### src/common/gocmd_pkg.sv
`default_nettype none
package gocmd_pkg;
    localparam logic [7:0] OP_POWER = 8'h10;
    localparam logic [7:0] OP_DISPLAY = 8'h11;
    localparam logic [7:0] OP_LOWLAT = 8'h12;
    localparam logic [7:0] OP_LOOK = 8'h13;
    localparam logic [7:0] OP_RESOURCE = 8'hF2;
    localparam logic [7:0] OP_FREEAREA = 8'hFF;
    localparam logic [3:0] RESOURCE_LEN = 4'hC;
    localparam int RES_KINDS = 6;
    localparam logic [3:0] FREE_LEN = 4'h2;
    localparam logic [3:0] ONE_LEN = 4'h1;
    localparam logic [3:0] TWO_LEN = 4'h2;
    localparam logic [7:0] SRC_EXTERNAL = 8'h00;
    localparam logic [7:0] SRC_TEST = 8'h01;
    localparam logic [7:0] SRC_SOLID = 8'h02;
    localparam logic [7:0] SRC_SPLASH = 8'h03;
    localparam logic [7:0] SRC_CURTAIN = 8'h04;
    localparam logic [7:0] PWR_RESET = 8'h00;
    localparam logic [7:0] PWR_STANDBY = 8'h01;
    localparam logic [7:0] PWR_ACTIVE = 8'h02;
    localparam logic [7:0] PWR_COOLING = 8'h03;
    localparam logic [7:0] PWR_WARMING = 8'h04;
    localparam int LOWLAT_BIT = 0;
    localparam logic [7:0] LOWLAT_MASK = 8'h01;
    localparam logic [15:0] LOOK_RESET = 16'h0000;
    typedef enum logic [3:0] {
        GOC_IDLE = 4'b0001,
        GOC_ARGS = 4'b0010,
        GOC_EXEC = 4'b0100,
        GOC_REPLY = 4'b1000
    } goc_state_type;
endpackage
`default_nettype wire

### src/core/gocmd_handler.sv
`default_nettype none
// Notes on behaviour
// - Resource query returns twelve bytes, peaks first.
// - Bytes six to eleven carry present counts.
// - Free-area query returns two-byte offset.
// - Power set: standby to active, active to down.
// - Standby is the low-power mode.
// - Power read returns one-byte state code.
// - Display set selects one of five sources.
// - Absent external source falls back by default.
// - Display read returns source being shown.
// - Low-latency bit zero enables or disables.
// - Low latency bounds delay to 1.5 frames.
// - Low-latency read returns current enable.
// - Look set loads sequences for index.
// - New look starts source definition change.
// - Look read returns active look index.
module gocmd_handler (
    input wire logic clk,
    input wire logic nrst,
    input wire logic ce,
    input wire logic cmd_valid,
    input wire logic [7:0] cmd_opcode,
    input wire logic cmd_write,
    output logic cmd_ready,
    input wire logic arg_valid,
    input wire logic [7:0] arg_data,
    output logic arg_ready,
    output logic rsp_valid,
    output logic [7:0] rsp_data,
    output logic rsp_last,
    input wire logic rsp_ready,
    input wire logic [47:0] res_peak,
    input wire logic [47:0] res_now,
    input wire logic [15:0] free_offset,
    input wire logic source_present_pin,
    input wire logic fallback_splash,
    input wire logic power_done,
    output logic [7:0] power_state,
    output logic low_power,
    output logic [7:0] source_sel,
    output logic [7:0] shown_source,
    output logic low_latency_en,
    output logic [15:0] look_index,
    output logic look_load,
    output logic source_def_change
);
    // =====================================================================
    // Decoding
    function automatic logic [3:0] arg_len(input logic [7:0] op);
        case (op)
            gocmd_pkg::OP_POWER: arg_len = '0;
            gocmd_pkg::OP_DISPLAY: arg_len = gocmd_pkg::ONE_LEN;
            gocmd_pkg::OP_LOWLAT: arg_len = gocmd_pkg::ONE_LEN;
            gocmd_pkg::OP_LOOK: arg_len = gocmd_pkg::TWO_LEN;
            default: arg_len = '0;
        endcase
    endfunction

    function automatic logic [3:0] rsp_len(input logic [7:0] op);
        case (op)
            gocmd_pkg::OP_POWER: rsp_len = gocmd_pkg::ONE_LEN;
            gocmd_pkg::OP_DISPLAY: rsp_len = gocmd_pkg::ONE_LEN;
            gocmd_pkg::OP_LOWLAT: rsp_len = gocmd_pkg::ONE_LEN;
            gocmd_pkg::OP_LOOK: rsp_len = gocmd_pkg::TWO_LEN;
            gocmd_pkg::OP_RESOURCE: rsp_len = gocmd_pkg::RESOURCE_LEN;
            gocmd_pkg::OP_FREEAREA: rsp_len = gocmd_pkg::FREE_LEN;
            default: rsp_len = '0;
        endcase
    endfunction

    gocmd_pkg::goc_state_type state_r;
    logic [7:0] op_r;
    logic wr_r;
    logic [3:0] cnt_r;
    logic [15:0] arg_r;
    logic [7:0] res_bytes [0:11];
    logic src_present;

    gocmd_sync u_sync (
        .clk(clk),
        .nrst(nrst),
        .ce(ce),
        .din(source_present_pin),
        .dout(src_present)
    );

    // peaks in bytes 0..5, present counts in bytes 6..11.
    genvar gi;
    generate
        for (gi = 0; gi < gocmd_pkg::RES_KINDS; gi++)
        begin : g_res
            assign res_bytes[gi] = res_peak[gi*8 +: 8];
            assign res_bytes[gi + gocmd_pkg::RES_KINDS] = res_now[gi*8 +: 8];
        end
    endgenerate

    assign cmd_ready = (state_r == gocmd_pkg::GOC_IDLE);
    assign arg_ready = (state_r == gocmd_pkg::GOC_ARGS);

    // =====================================================================
    // Command sequencing
    always_ff @(posedge clk)
    begin
        if (!nrst)
        begin
            state_r <= gocmd_pkg::GOC_IDLE;
            op_r <= '0;
            wr_r <= 1'b0;
            cnt_r <= '0;
            arg_r <= '0;
        end
        else if (ce)
        begin
            case (state_r)
                gocmd_pkg::GOC_IDLE:
                begin
                    cnt_r <= '0;
                    if (cmd_valid)
                    begin
                        op_r <= cmd_opcode;
                        wr_r <= cmd_write;
                        state_r <= (cmd_write && arg_len(cmd_opcode) != '0)
                            ? gocmd_pkg::GOC_ARGS : gocmd_pkg::GOC_EXEC;
                    end
                end
                gocmd_pkg::GOC_ARGS:
                begin
                    if (arg_valid)
                    begin
                        // Little-endian multi-byte arguments.
                        arg_r[cnt_r[0]*8 +: 8] <= arg_data;
                        cnt_r <= cnt_r + 4'h1;
                        if (cnt_r + 4'h1 == arg_len(op_r))
                        begin
                            state_r <= gocmd_pkg::GOC_EXEC;
                        end
                    end
                end
                gocmd_pkg::GOC_EXEC:
                begin
                    cnt_r <= '0;
                    state_r <= (!wr_r && rsp_len(op_r) != '0)
                        ? gocmd_pkg::GOC_REPLY : gocmd_pkg::GOC_IDLE;
                end
                gocmd_pkg::GOC_REPLY:
                begin
                    if (rsp_valid && rsp_ready)
                    begin
                        cnt_r <= cnt_r + 4'h1;
                        if (rsp_last)
                        begin
                            state_r <= gocmd_pkg::GOC_IDLE;
                        end
                    end
                end
                default: state_r <= gocmd_pkg::GOC_IDLE;
            endcase
        end
    end

    logic exec_wr;
    assign exec_wr = (state_r == gocmd_pkg::GOC_EXEC) && wr_r;

    // =====================================================================
    // Power state
    // Warming and cooling end when the power sequencer reports completion.
    always_ff @(posedge clk)
    begin
        if (!nrst)
        begin
            power_state <= gocmd_pkg::PWR_STANDBY;
        end
        else if (ce)
        begin
            if (exec_wr && op_r == gocmd_pkg::OP_POWER)
            begin
                if (power_state == gocmd_pkg::PWR_STANDBY)
                begin
                    power_state <= gocmd_pkg::PWR_WARMING;
                end
                else if (power_state == gocmd_pkg::PWR_ACTIVE)
                begin
                    power_state <= gocmd_pkg::PWR_COOLING;
                end
            end
            else if (power_done && power_state == gocmd_pkg::PWR_WARMING)
            begin
                power_state <= gocmd_pkg::PWR_ACTIVE;
            end
            else if (power_done && power_state == gocmd_pkg::PWR_COOLING)
            begin
                power_state <= gocmd_pkg::PWR_STANDBY;
            end
        end
    end

    assign low_power = (power_state == gocmd_pkg::PWR_STANDBY);

    // =====================================================================
    // Display source, low latency and look
    always_ff @(posedge clk)
    begin
        if (!nrst)
        begin
            source_sel <= gocmd_pkg::SRC_EXTERNAL;
            low_latency_en <= 1'b0;
            look_index <= gocmd_pkg::LOOK_RESET;
            look_load <= 1'b0;
            source_def_change <= 1'b0;
        end
        else if (ce)
        begin
            look_load <= 1'b0;
            source_def_change <= 1'b0;
            if (exec_wr && op_r == gocmd_pkg::OP_DISPLAY
                && arg_r[7:0] <= gocmd_pkg::SRC_CURTAIN)
            begin
                source_sel <= arg_r[7:0];
            end
            if (exec_wr && op_r == gocmd_pkg::OP_LOWLAT)
            begin
                low_latency_en <= arg_r[gocmd_pkg::LOWLAT_BIT];
            end
            if (exec_wr && op_r == gocmd_pkg::OP_LOOK)
            begin
                look_index <= arg_r;
                look_load <= 1'b1;
                source_def_change <= 1'b1;
            end
        end
    end

    // Shown source lags selection by one cycle so the fallback is glitch free.
    always_ff @(posedge clk)
    begin
        if (!nrst)
        begin
            shown_source <= gocmd_pkg::SRC_EXTERNAL;
        end
        else if (ce)
        begin
            shown_source <= (source_sel == gocmd_pkg::SRC_EXTERNAL && !src_present)
                ? (fallback_splash ? gocmd_pkg::SRC_SPLASH : gocmd_pkg::SRC_SOLID)
                : source_sel;
        end
    end

    // =====================================================================
    // Reply bytes
    // Byte i of the reply to the latched opcode; two-byte values go low byte first.
    function automatic logic [7:0] reply_byte(input logic [3:0] i);
        case (op_r)
            gocmd_pkg::OP_POWER: reply_byte = power_state;
            gocmd_pkg::OP_DISPLAY: reply_byte = shown_source;
            gocmd_pkg::OP_LOWLAT: reply_byte = {7'h0, low_latency_en};
            gocmd_pkg::OP_LOOK: reply_byte = look_index[i[0]*8 +: 8];
            gocmd_pkg::OP_RESOURCE: reply_byte = res_bytes[i];
            gocmd_pkg::OP_FREEAREA: reply_byte = free_offset[i[0]*8 +: 8];
            default: reply_byte = '0;
        endcase
    endfunction

    // Reply data is registered; byte 0 is loaded in GOC_EXEC, then byte cnt_r + 1 whenever byte cnt_r is accepted.
    always_ff @(posedge clk)
    begin
        if (!nrst)
        begin
            rsp_valid <= 1'b0;
            rsp_data <= '0;
            rsp_last <= 1'b0;
        end
        else if (ce)
        begin
            if (state_r == gocmd_pkg::GOC_EXEC && !wr_r && rsp_len(op_r) != '0)
            begin
                rsp_valid <= 1'b1;
                rsp_data <= reply_byte(4'h0);
                rsp_last <= (rsp_len(op_r) == gocmd_pkg::ONE_LEN);
            end
            else if (rsp_valid && rsp_ready)
            begin
                if (rsp_last)
                begin
                    rsp_valid <= 1'b0;
                    rsp_last <= 1'b0;
                end
                else
                begin
                    rsp_data <= reply_byte(cnt_r + 4'h1);
                    rsp_last <= (cnt_r + 4'h2 == rsp_len(op_r));
                end
            end
        end
    end
endmodule
`default_nettype wire

### src/core/gocmd_sync.sv
`default_nettype none
// Three-stage pin synchroniser; a change is taken once stages two and three agree.
module gocmd_sync (
    input wire logic clk,
    input wire logic nrst,
    input wire logic ce,
    input wire logic din,
    output logic dout
);
    logic s1_r;
    logic s2_r;
    logic s3_r;

    always_ff @(posedge clk)
    begin
        if (!nrst)
        begin
            s1_r <= 1'b0;
            s2_r <= 1'b0;
            s3_r <= 1'b0;
            dout <= 1'b0;
        end
        else if (ce)
        begin
            s1_r <= din;
            s2_r <= s1_r;
            s3_r <= s2_r;
            if (s2_r == s3_r)
            begin
                dout <= s3_r;
            end
        end
    end
endmodule
`default_nettype wire

### config.mk
export PLATFORM = sky130hd
export DESIGN_NAME = gocmd_handler
export DESIGN_NICKNAME = d
export VERILOG_FILES = /design/src/common/gocmd_pkg.sv /design/src/core/gocmd_handler.sv /design/src/core/gocmd_sync.sv
export SDC_FILE = /design/constraint.sdc
export NUM_CORES = 1
export LEC_CHECK = 0
export BUFFER_PORTS_ARGS = -buffer_cell sky130_fd_sc_hd__buf_4
export CAP_MARGIN = 20
export CORE_AREA = 2 2 149 78
export DETAILED_ROUTE_END_ITERATION = 16
export DIE_AREA = 0 0 151 80
export MAX_ROUTING_LAYER = met4
export PLACE_DENSITY = 0.92
export SLEW_MARGIN = 20
export SYNTH_ARGS = -nofsm -noshare
export SYNTH_HDL_FRONTEND = slang
export SYNTH_HIERARCHICAL = 1
export SYNTH_SLANG_ARGS = --single-unit
export TNS_END_PERCENT = 1
### constraint.sdc
create_clock -name clk -period 2.5 [get_ports clk]
set_input_delay 0.5 -clock clk [delete_from_list [all_inputs] [get_ports clk]]
set_output_delay 0.5 -clock clk [all_outputs]
set_load 0.01 [all_outputs]
## Yosys cells after proc, flatten, opt, wreduce, memory -nomap -nowiden

Cells that the tools add are included.
Widths: inputs -> output; s select.

- Flip-flop bits (word level): 89
- Input bits: 138
- Output and inout port bits: 56
- Word-level logic and storage cells: 155

- Add/sub/neg operators: 3
- $lt $le $gt $ge: 2
- Equality and inequality tests: 28
- Shift operators: 4
- Mux-type cells: 58
- Bitwise gates (word level): 1
- Reductions and logical operators: 41

Operator list:

| kind | count |
|---|---|
| $mux 4 | 29 |
| $pmux 8 s6 | 2 |
| $mux 8 | 11 |
| $eq 8x5->1 const B | 7 |
| $neg 4->34 | 1 |
| $shift 8x34->16 const A | 1 |
| $shiftx 8x34->16 | 1 |
| $bmux 8 s4 | 1 |
| $shiftx 16x5->8 | 2 |
| $pmux 4 s3 | 2 |
| $bwmux 16 | 1 |
| $eq 8x2->1 const B | 2 |
| $eq 8x8->1 const B | 2 |
| $pmux 4 s4 | 1 |
| $reduce_and 3->1 | 5 |
| $logic_and 1x1->1 | 14 |
| $reduce_bool 4->1 | 3 |
| $reduce_and 2->1 | 5 |
| $eq 4x1->1 const B | 2 |
| $eq 4x4->1 | 2 |
| $eq 8x1->1 const B | 1 |
| $eq 8x3->1 const B | 1 |
| $le 8x3->1 const B | 1 |
| $logic_not 8->1 | 1 |
| other kinds (21) | 39 |

## Depth between registers and ports, before layout

Gate-level depths: netlist of the first run.

- Depth in word-level cells: 14
- Gate-level depth with buffers: 8

## Cells and area by module

The synthesis of the first run kept the hierarchy.

By module, submodules not included:

| module | instances | cells each | area each (µm²) | seq. area each (µm²) |
|---|---|---|---|---|
| gocmd_handler | 1 | 578 | 5137.4 | 1601.5 |
| gocmd_sync | 1 | 14 | 158.9 | 80.1 |

## Worst setup path before layout of the first run

No wires, ideal clock.

- Path kind: register to register
- From: reg cnt_r[1]
- To: reg rsp_data[1]
- Library setup time: 0.120 ns
- Data arrival time: 2.042 ns
- Setup slack: 0.339 ns
- Cell stages (with the launch flop): 8
- Buffers on the path: 2
- Period minus slack after synthesis: 2.161 ns
- Cell sequence: dfxtp_1 ha_1 clkbuf_1 clkbuf_1 mux4_2 nand4b_1 o211ai_1 a211o_1

- Longest elaborated chain between the ends: 9

RTL lines:

| item | line | text |
|---|---|---|
| start, declared | gocmd_handler.sv:75 | `logic [3:0] cnt_r;` |
| start signal, assigned | gocmd_handler.sv:133 | `cnt_r <= cnt_r + 4'h1;` |
| start signal, assigned | gocmd_handler.sv:150 | `cnt_r <= cnt_r + 4'h1;` |
| $add 4x1->4 | gocmd_handler.sv:290 | `rsp_data <= reply_byte(cnt_r + 4'h1);` |
| $not 4->5 (not written as such) | gocmd_handler.sv:258 | `gocmd_pkg::OP_RESOURCE: reply_byte = res_bytes[i];` |
| $bmux 8 s4 | gocmd_handler.sv:258 |  |
| $mux 8 (not written as such) (2 in series) | gocmd_handler.sv:258 |  |
| $pmux 8 s6 | gocmd_handler.sv:253 | `case (op_r)` |
| $mux 8 | gocmd_handler.sv:283 | `if (rsp_last)` |
| $mux 8 | gocmd_handler.sv:281 | `else if (rsp_valid && rsp_ready)` |
| $mux 8 | gocmd_handler.sv:275 | `if (state_r == gocmd_pkg::GOC_EXEC && !wr_r && rsp_len(op_r) != '0)` |
| end signal, assigned | gocmd_handler.sv:278 | `rsp_data <= reply_byte(4'h0);` |
| end signal, assigned | gocmd_handler.sv:290 |  |
| end, declared | gocmd_handler.sv:30 | `output logic [7:0] rsp_data,` |

Every way passes these cells. The select of a mux whose other input is x is not followed.
A chain may end at the register's enable or synchronous reset.

## Worst setup path in the final report of the first run

- From: reg op_r[3]
- To: reg rsp_data[1]

- Longest elaborated chain between the ends: 9
- Elaborated cells on any way between the ends: 21
- Those cells by class: 7 x eq/ne; 8 x mux; 6 x reduce/logical

RTL lines:

| item | line | text |
|---|---|---|
| start, declared | gocmd_handler.sv:73 | `logic [7:0] op_r;` |
| start signal, assigned | gocmd_handler.sv:121 | `op_r <= cmd_opcode;` |
| $eq 8x5->1 / $eq 8x8->1 (equally long branches) | gocmd_handler.sv:61, gocmd_handler.sv:253 |  |
| $reduce_or 3->1 (no source line) / $reduce_or 2->1 (equally long branches) | - |  |
| $pmux 4 s3 | gocmd_handler.sv:61 | `case (op)` |
| $mux 4 | gocmd_handler.sv:273 | `else if (ce)` |
| $mux 4 | gocmd_handler.sv:267 | `if (!nrst)` |
| $reduce_bool 4->1 | gocmd_handler.sv:275 |  |
| $logic_and 1x1->1 | gocmd_handler.sv:275 |  |
| $ne 2x1->1 (no source line) / $reduce_bool 2->1 (equally long branches) | - |  |
| $reduce_and 3->1 (no source line) | - |  |

Parallel ways exist; a longest one is shown, timed or not. The select of a mux whose other input is x is not followed.

==> run summary, run 1 <==
status = finished, final reports clean
postcts setup bufs = 0
number of core rows = 27
total net switching power = 0.827 mW
critical path class = reg2reg
Peak VDD IR = 0.000324 V
HP Class = in2reg
Post-DP HPWL = 14400 um
area growth from synthesis to layout = 34.4%
clk slew on worst S/H paths = 0.06 ns
drt drc = 0
number of routed nets with antenna violations = 0
Slew @ Worst Pin = 0.940 ns
power per cell area = 459 nW/um^2
Core ar. = 10700 sq um
CTS max path bufs = 2
# fillers = 868
sequential power share = 42.6%
final hold violations = 0
fin crit share = 94.1%
total gr overflow = 0
Worst setup EP type = flip-flop
sequential-to-total area share from yosys stat = 31.8%
CTS tree = yes
most frequent cells in the layout = 211 x buf_4, 82 x dfxtp_1, 54 x nand2_1, 54 x mux2i_1, 53 x nor2_1
Worst Skew = 0.0102 ns
Final Util = 66.3%
Final setup viols = 0
number of diodes = 0
DRT Wirelength = 18600 um
die span in y = 80 um
worst flop-to-flop path startpoint = op_r[3]
internal power = 2.44 mW
initial antenna violation count = 0
clock network power share = 40.0%
hold wc startpoint = cmd_opcode[5]
post-synthesis instance total = 592
setup_tns = 0 ns
max_cap viols = 0
Slew Viols, Final = 0
clk_lat worst skew = 0.35 ns
WP data required = 2.73 ns
IO Pins = 194
first-pass GRT wire length = 28300 um
Syn Area/Cell = 8.95 sq um
Placer Congestion = 0.983
Gate power share = 17.5%
synth warn = 6
Initial Util = 49.3%
PortBufs = 188
Yosys reg bits = 84
Vias = 5664
Setup crit start kind = flip-flop
die width = 151 um
synth top area cells = dfxtp_1 32%, mux2i_1 10%, mux4_2 10%
synthesized cell area = 5300 sq um
CP Max Fanout = 12
Peak Freq = 425 MHz
number of global-route vias before repair = 5114
initial drt markers = 757
relative max-transition margin = 36.8%
Avg Vias per Cell = 6.17
share of cells above drive strength 1 = 35.3%
predominant post-synthesis flop cell = dfxtp_1
fin nets = 909
crit path DAT = 2.59 ns
Max H-tree Level = 3
minimum clock period = 2.35 ns
commonest non-fill, non-tap cell in the layout = buf_4
RSZ-0062 raised after global routing = no
Critical Path Start = op_r[3]
clock root cell = clkbuf_16
post-synth top area share = 31.8%
LEAKAGE = 2.94 nW
DIE AREA = 12100 sq um
Initial DRT Pass Iterations = 5
largest net degree at the start of global routing = 61
post-DR wirelength/cell = 20.2 um
GRT Resource Usage Total = 31.7%
Synth area leader = dfxtp_1
Async SR Flop Fraction = 0%
Switching Fraction = 25.3%
Post-synth EDFFs = 0
CTS sink cnt = 84
cts bufs inserted = 9
post-synth cell types = 75
[synth_stat cells, types with 6 or more instances]
library cell / instances
inv_1: 11
o21ai_0: 19
nor3_1: 10
nor2_1: 53
nand2_1: 54
a22oi_1: 10
nand4_1: 9
mux4_2: 24
clkbuf_1: 21
and3_1: 15
buf_4: 8
o211ai_1: 15
a21oi_1: 36
o2bb2ai_1: 6
nand3_1: 29
mux2i_1: 54
dfxtp_1: 84
buf_2: 13
[registers in the layout, summed over array words and instances, names as in the netlist, 3 cells and up]
name	cells
shown_source	8
source_sel	8
rsp_data	8
op_r	8
power_state	3
look_index	16
cnt_r	4
arg_r	16
state_r	4
[critical path, cell delays in order, from the launching register on]
cell	delay [ns]
dfxtp_1	0.64
and3_1	0.28
o211ai_1	0.24
a2111o_1	0.59
and3_1	0.21
a211o_1	0.27
[power groups by stage]
stage               logic, mW  registers (mW)  clock network, mW
floorplan               0.330            1.40                  0
global placement        0.549            1.41                  0
detailed placement      0.559            1.42                  0
CTS                     0.563            1.39               1.32
global route            0.609            1.39               1.37
finish                  0.571            1.39               1.31
[through the flow]
step | hold WS [ns] | cell area, sq um | setup WS [ns] | std cells | power (mW)
floorplan | 0.432 | 5310 | 0.339 | 596 | 1.73
global placement | 0.441 | 6830 | 0.313 | 903 | 1.96
detailed placement | 0.445 | 6830 | 0.199 | 903 | 1.98
CTS | 0.396 | 7110 | 0.158 | 918 | 3.27
global route | 0.400 | 7120 | 0.00541 | 918 | 3.37
finish | 0.400 | 7120 | 0.146 | 918 | 3.27
[worst paths after layout]
path	endpoint	slack, ns	depth (start not counted)
max	rsp_data[1]	0.15	5
min reg2reg	look_index[15]	0.45	2
max reg2reg	rsp_data[1]	0.15	5
min	op_r[5]	0.40	3
[layout make-up]
cell class | instances | area (sq um) | share of cell area (%)
inverter | 12 | 45.0 | 0.633
clock inverter | 4 | 51.3 | 0.721
sequential | 84 | 1680 | 23.7
clock buffer | 11 | 233 | 3.27
tap | 145 | 181 | 2.55
multi-input combinational | 450 | 3320 | 46.6
timing repair buffer | 212 | 1600 | 22.5
[logic make-up after synthesis]
group	Yosys count	synth area share (%)
AOI/OAI and AO/OA	133	17.1
DFF	84	31.8
xor gates and xnor gates	8	1.32
buffers and inverters	62	5.98
and+or+nand+nor	220	22.0
muxes	82	21.3
other	1	0.0708
adders and majority gates	2	0.472
[repair_timing]
item | in CTS | in global routing
setup endpoints to repair | 0 | 7
resized for setup | 0 | 2
hold buffers | 0 | 0
[layer usage]
| metal | track usage (%) | up-vias | wire length [um] |
|---|---|---|---|
| met4 | 7.38 | 0 | 328 |
| met1 | 43.9 | 2640 | 7760 |
| met5 | - | - | 0 |
| met3 | 13.0 | 45 | 2760 |
| li1 | - | 2581 | - |
| met2 | 42.5 | 398 | 7730 |
Power figures use the tool's default switching activity.
==> run 2, diff against run 1 <==
--- a/config.mk
+++ b/config.mk
@@ -12,6 +12,7 @@
 export DIE_AREA = 0 0 151 80
 export MAX_ROUTING_LAYER = met4
 export PLACE_DENSITY = 0.92
+export REMOVE_ABC_BUFFERS = 1
 export SLEW_MARGIN = 20
 export SYNTH_ARGS = -nofsm -noshare
 export SYNTH_HDL_FRONTEND = slang
==> run summary, run 2 (synthesis results as in run 1) <==
Final setup viols = 0 (unchanged)
Worst setup EP type = flip-flop
drt drc = 0 (unchanged)
CTS tree = yes
IO Pins = 194 (unchanged)
cts bufs inserted = 9 (unchanged)
critical path class = reg2reg
DRT Wirelength = 18200 um (-2.0%)
relative max-transition margin = 32.9% (-3.9 points)
Vias = 5653 (-0.19%)
Slew @ Worst Pin = 0.999 ns (+0.0588 ns)
fin nets = 914 (+0.55%)
Hold WS = 0.416 ns (+0.0169 ns)
FF/Latch Area = 1680 sq um (about the same)
CTS sink cnt = 84 (unchanged)
number of global-route vias before repair = 5104 (-0.20%)
number of diodes = 0 (unchanged)
Core ar. = 10700 sq um (unchanged)
post-DR wirelength/cell = 19.7 um (-2.6%)
clock root cell = clkbuf_16
Post-DP HPWL = 14200 um (-0.95%)
hold buffers post-CTS = 0 (unchanged)
Setup crit start kind = flip-flop
LEAKAGE = 2.96 nW (+0.98%)
Peak VDD IR = 0.000304 V (-6.1%)
RSZ-0062 raised after global routing = no
HP Class = in2reg
clk_lat worst skew = 0.34 ns (about the same)
most frequent cells in the layout = 215 x buf_4, 83 x dfxtp_1, 54 x nand2_1, 54 x mux2i_1, 53 x nor2_1
post_cts resized = 0 (unchanged)
final hold violations = 0 (unchanged)
Worst Skew = 0.00461 ns (-0.00564 ns)
number of core rows = 27 (unchanged)
Initial DRT Pass Iterations = 5 (unchanged)
power per cell area = 456 nW/um^2 (-0.63%)
total gr overflow = 0 (unchanged)
max_cap viols = 0 (unchanged)
Finished Cell Area = 7160 sq um (+0.56%)
minimum clock period = 2.47 ns (+0.112 ns)
Placer Congestion = 1.05 (+6.7%)
GRT Resource Usage Total = 30.0% (-1.7 points)
Avg Vias per Cell = 6.12 (-0.73%)
CTS max path bufs = 2 (unchanged)
reg2reg path depth = 5 (unchanged)
Final Util = 66.6% (+0.37 points)
status = finished, final reports clean
Initial Util = 49.3% (unchanged)
Slew Viols, Final = 0 (unchanged)
postcts setup bufs = 0 (unchanged)
largest net degree at the start of global routing = 61 (unchanged)
WHS Path Cells = 3 (unchanged)
clk slew on worst S/H paths = 0.06 ns (about the same)
number of routed nets with antenna violations = 0 (unchanged)
initial antenna violation count = 0 (unchanged)
fin crit share = 98.6% (+4.5 points)
first-pass GRT wire length = 27100 um (-4.3%)
initial drt markers = 505 (-33%)
share of cells above drive strength 1 = 35.6% (+0.29 points)
DIE AREA = 12100 sq um (unchanged)
Placed Area = 6880 sq um (+0.73%)
WP data required = 2.73 ns (about the same)
area growth from synthesis to layout = 35.2%
# fillers = 881 (+1.5%)
worst setup margin = 0.0343 ns (-0.112 ns)
die width = 151 um (unchanged)
crit path DAT = 2.69 ns (+0.10 ns)
commonest non-fill, non-tap cell in the layout = buf_4
PortBufs = 188 (unchanged)
area occupied by multi-input gates = 3310 sq um (-0.19%)
biggest regs = arg_r (16), look_index (16)
CP Max Fanout = 9 (-3)
Max H-tree Level = 3 (unchanged)
Peak Freq = 406 MHz (-4.5%)
Setup WS pre-CTS = 0.227 ns (+0.0280 ns)
overall power = 3.26 mW (about the same)
die span in y = 80 um (unchanged)
## run 2: cell count changes in the layout (fill, tap and decap cells not counted)
cell / before / now
buf_4: 211 / 215
buf_12: 1 / 2
clkinv_2: 1 / 2
clkinv_4: 1 / 0
clkinvlp_4: 1 / 0
dfxtp_1: 82 / 83
dfxtp_2: 2 / 1
inv_6: 0 / 1
nor3_2: 2 / 3
nor3_4: 1 / 0
## run 2: metal layers
| layer | global-route usage [%] | share of wire, % | vias to the layer above |
|---|---|---|---|
| met1 | 41.1 | 43 | 2677 |
| met5 | - | 0 | - |
| met4 | 8.50 | 1.5 | 0 |
| met3 | 8.51 | 12 | 26 |
| li1 | - | - | 2584 |
| met2 | 43.1 | 43 | 366 |
## run 2: critical path: stages (launching register included)
cell,delay [ns]
dfxtp_1,0.51
or4b_2,0.69
o2bb2ai_1,0.40
nor3_1,0.27
and3_2,0.26
a211o_1,0.22
## run 2: where the power goes
| part | leakage, nW | total, mW | internal, mW | switching (mW) |
|---|---|---|---|---|
| Combinational | 2.15 | 0.588 | 0.324 | 0.264 |
| Sequential | 0.679 | 1.38 | 1.36 | 0.0275 |
| Clock | 0.140 | 1.29 | 0.769 | 0.525 |
| Total | 2.96 | 3.26 | 2.45 | 0.817 |
## run 2: final timing paths
check,endpoint,slack (ns),from
hold reg to reg,look_index[12],0.45,arg_r[12]
setup reg to reg,rsp_data[1],0.03,state_r[0]
hold / removal,op_r[1],0.42,cmd_opcode[1]
setup / recovery,rsp_data[1],0.03,state_r[0]
## run 2: cell type report
cell class                 count  share of cell area (%)
multi-input combinational    450                    46.3
sequential                    84                    23.5
timing repair buffer         217                    23.1
clock buffer                  11                    3.25
tap                          145                    2.53
clock inverter                 4                   0.682
inverter                      12                   0.629
## run 2: stage by stage
step                std cells  TNS (ns)
finish                    923         0
global route              923         0
CTS                       923         0
detailed placement        908         0
global placement          908         0
floorplan                 546    -19.23
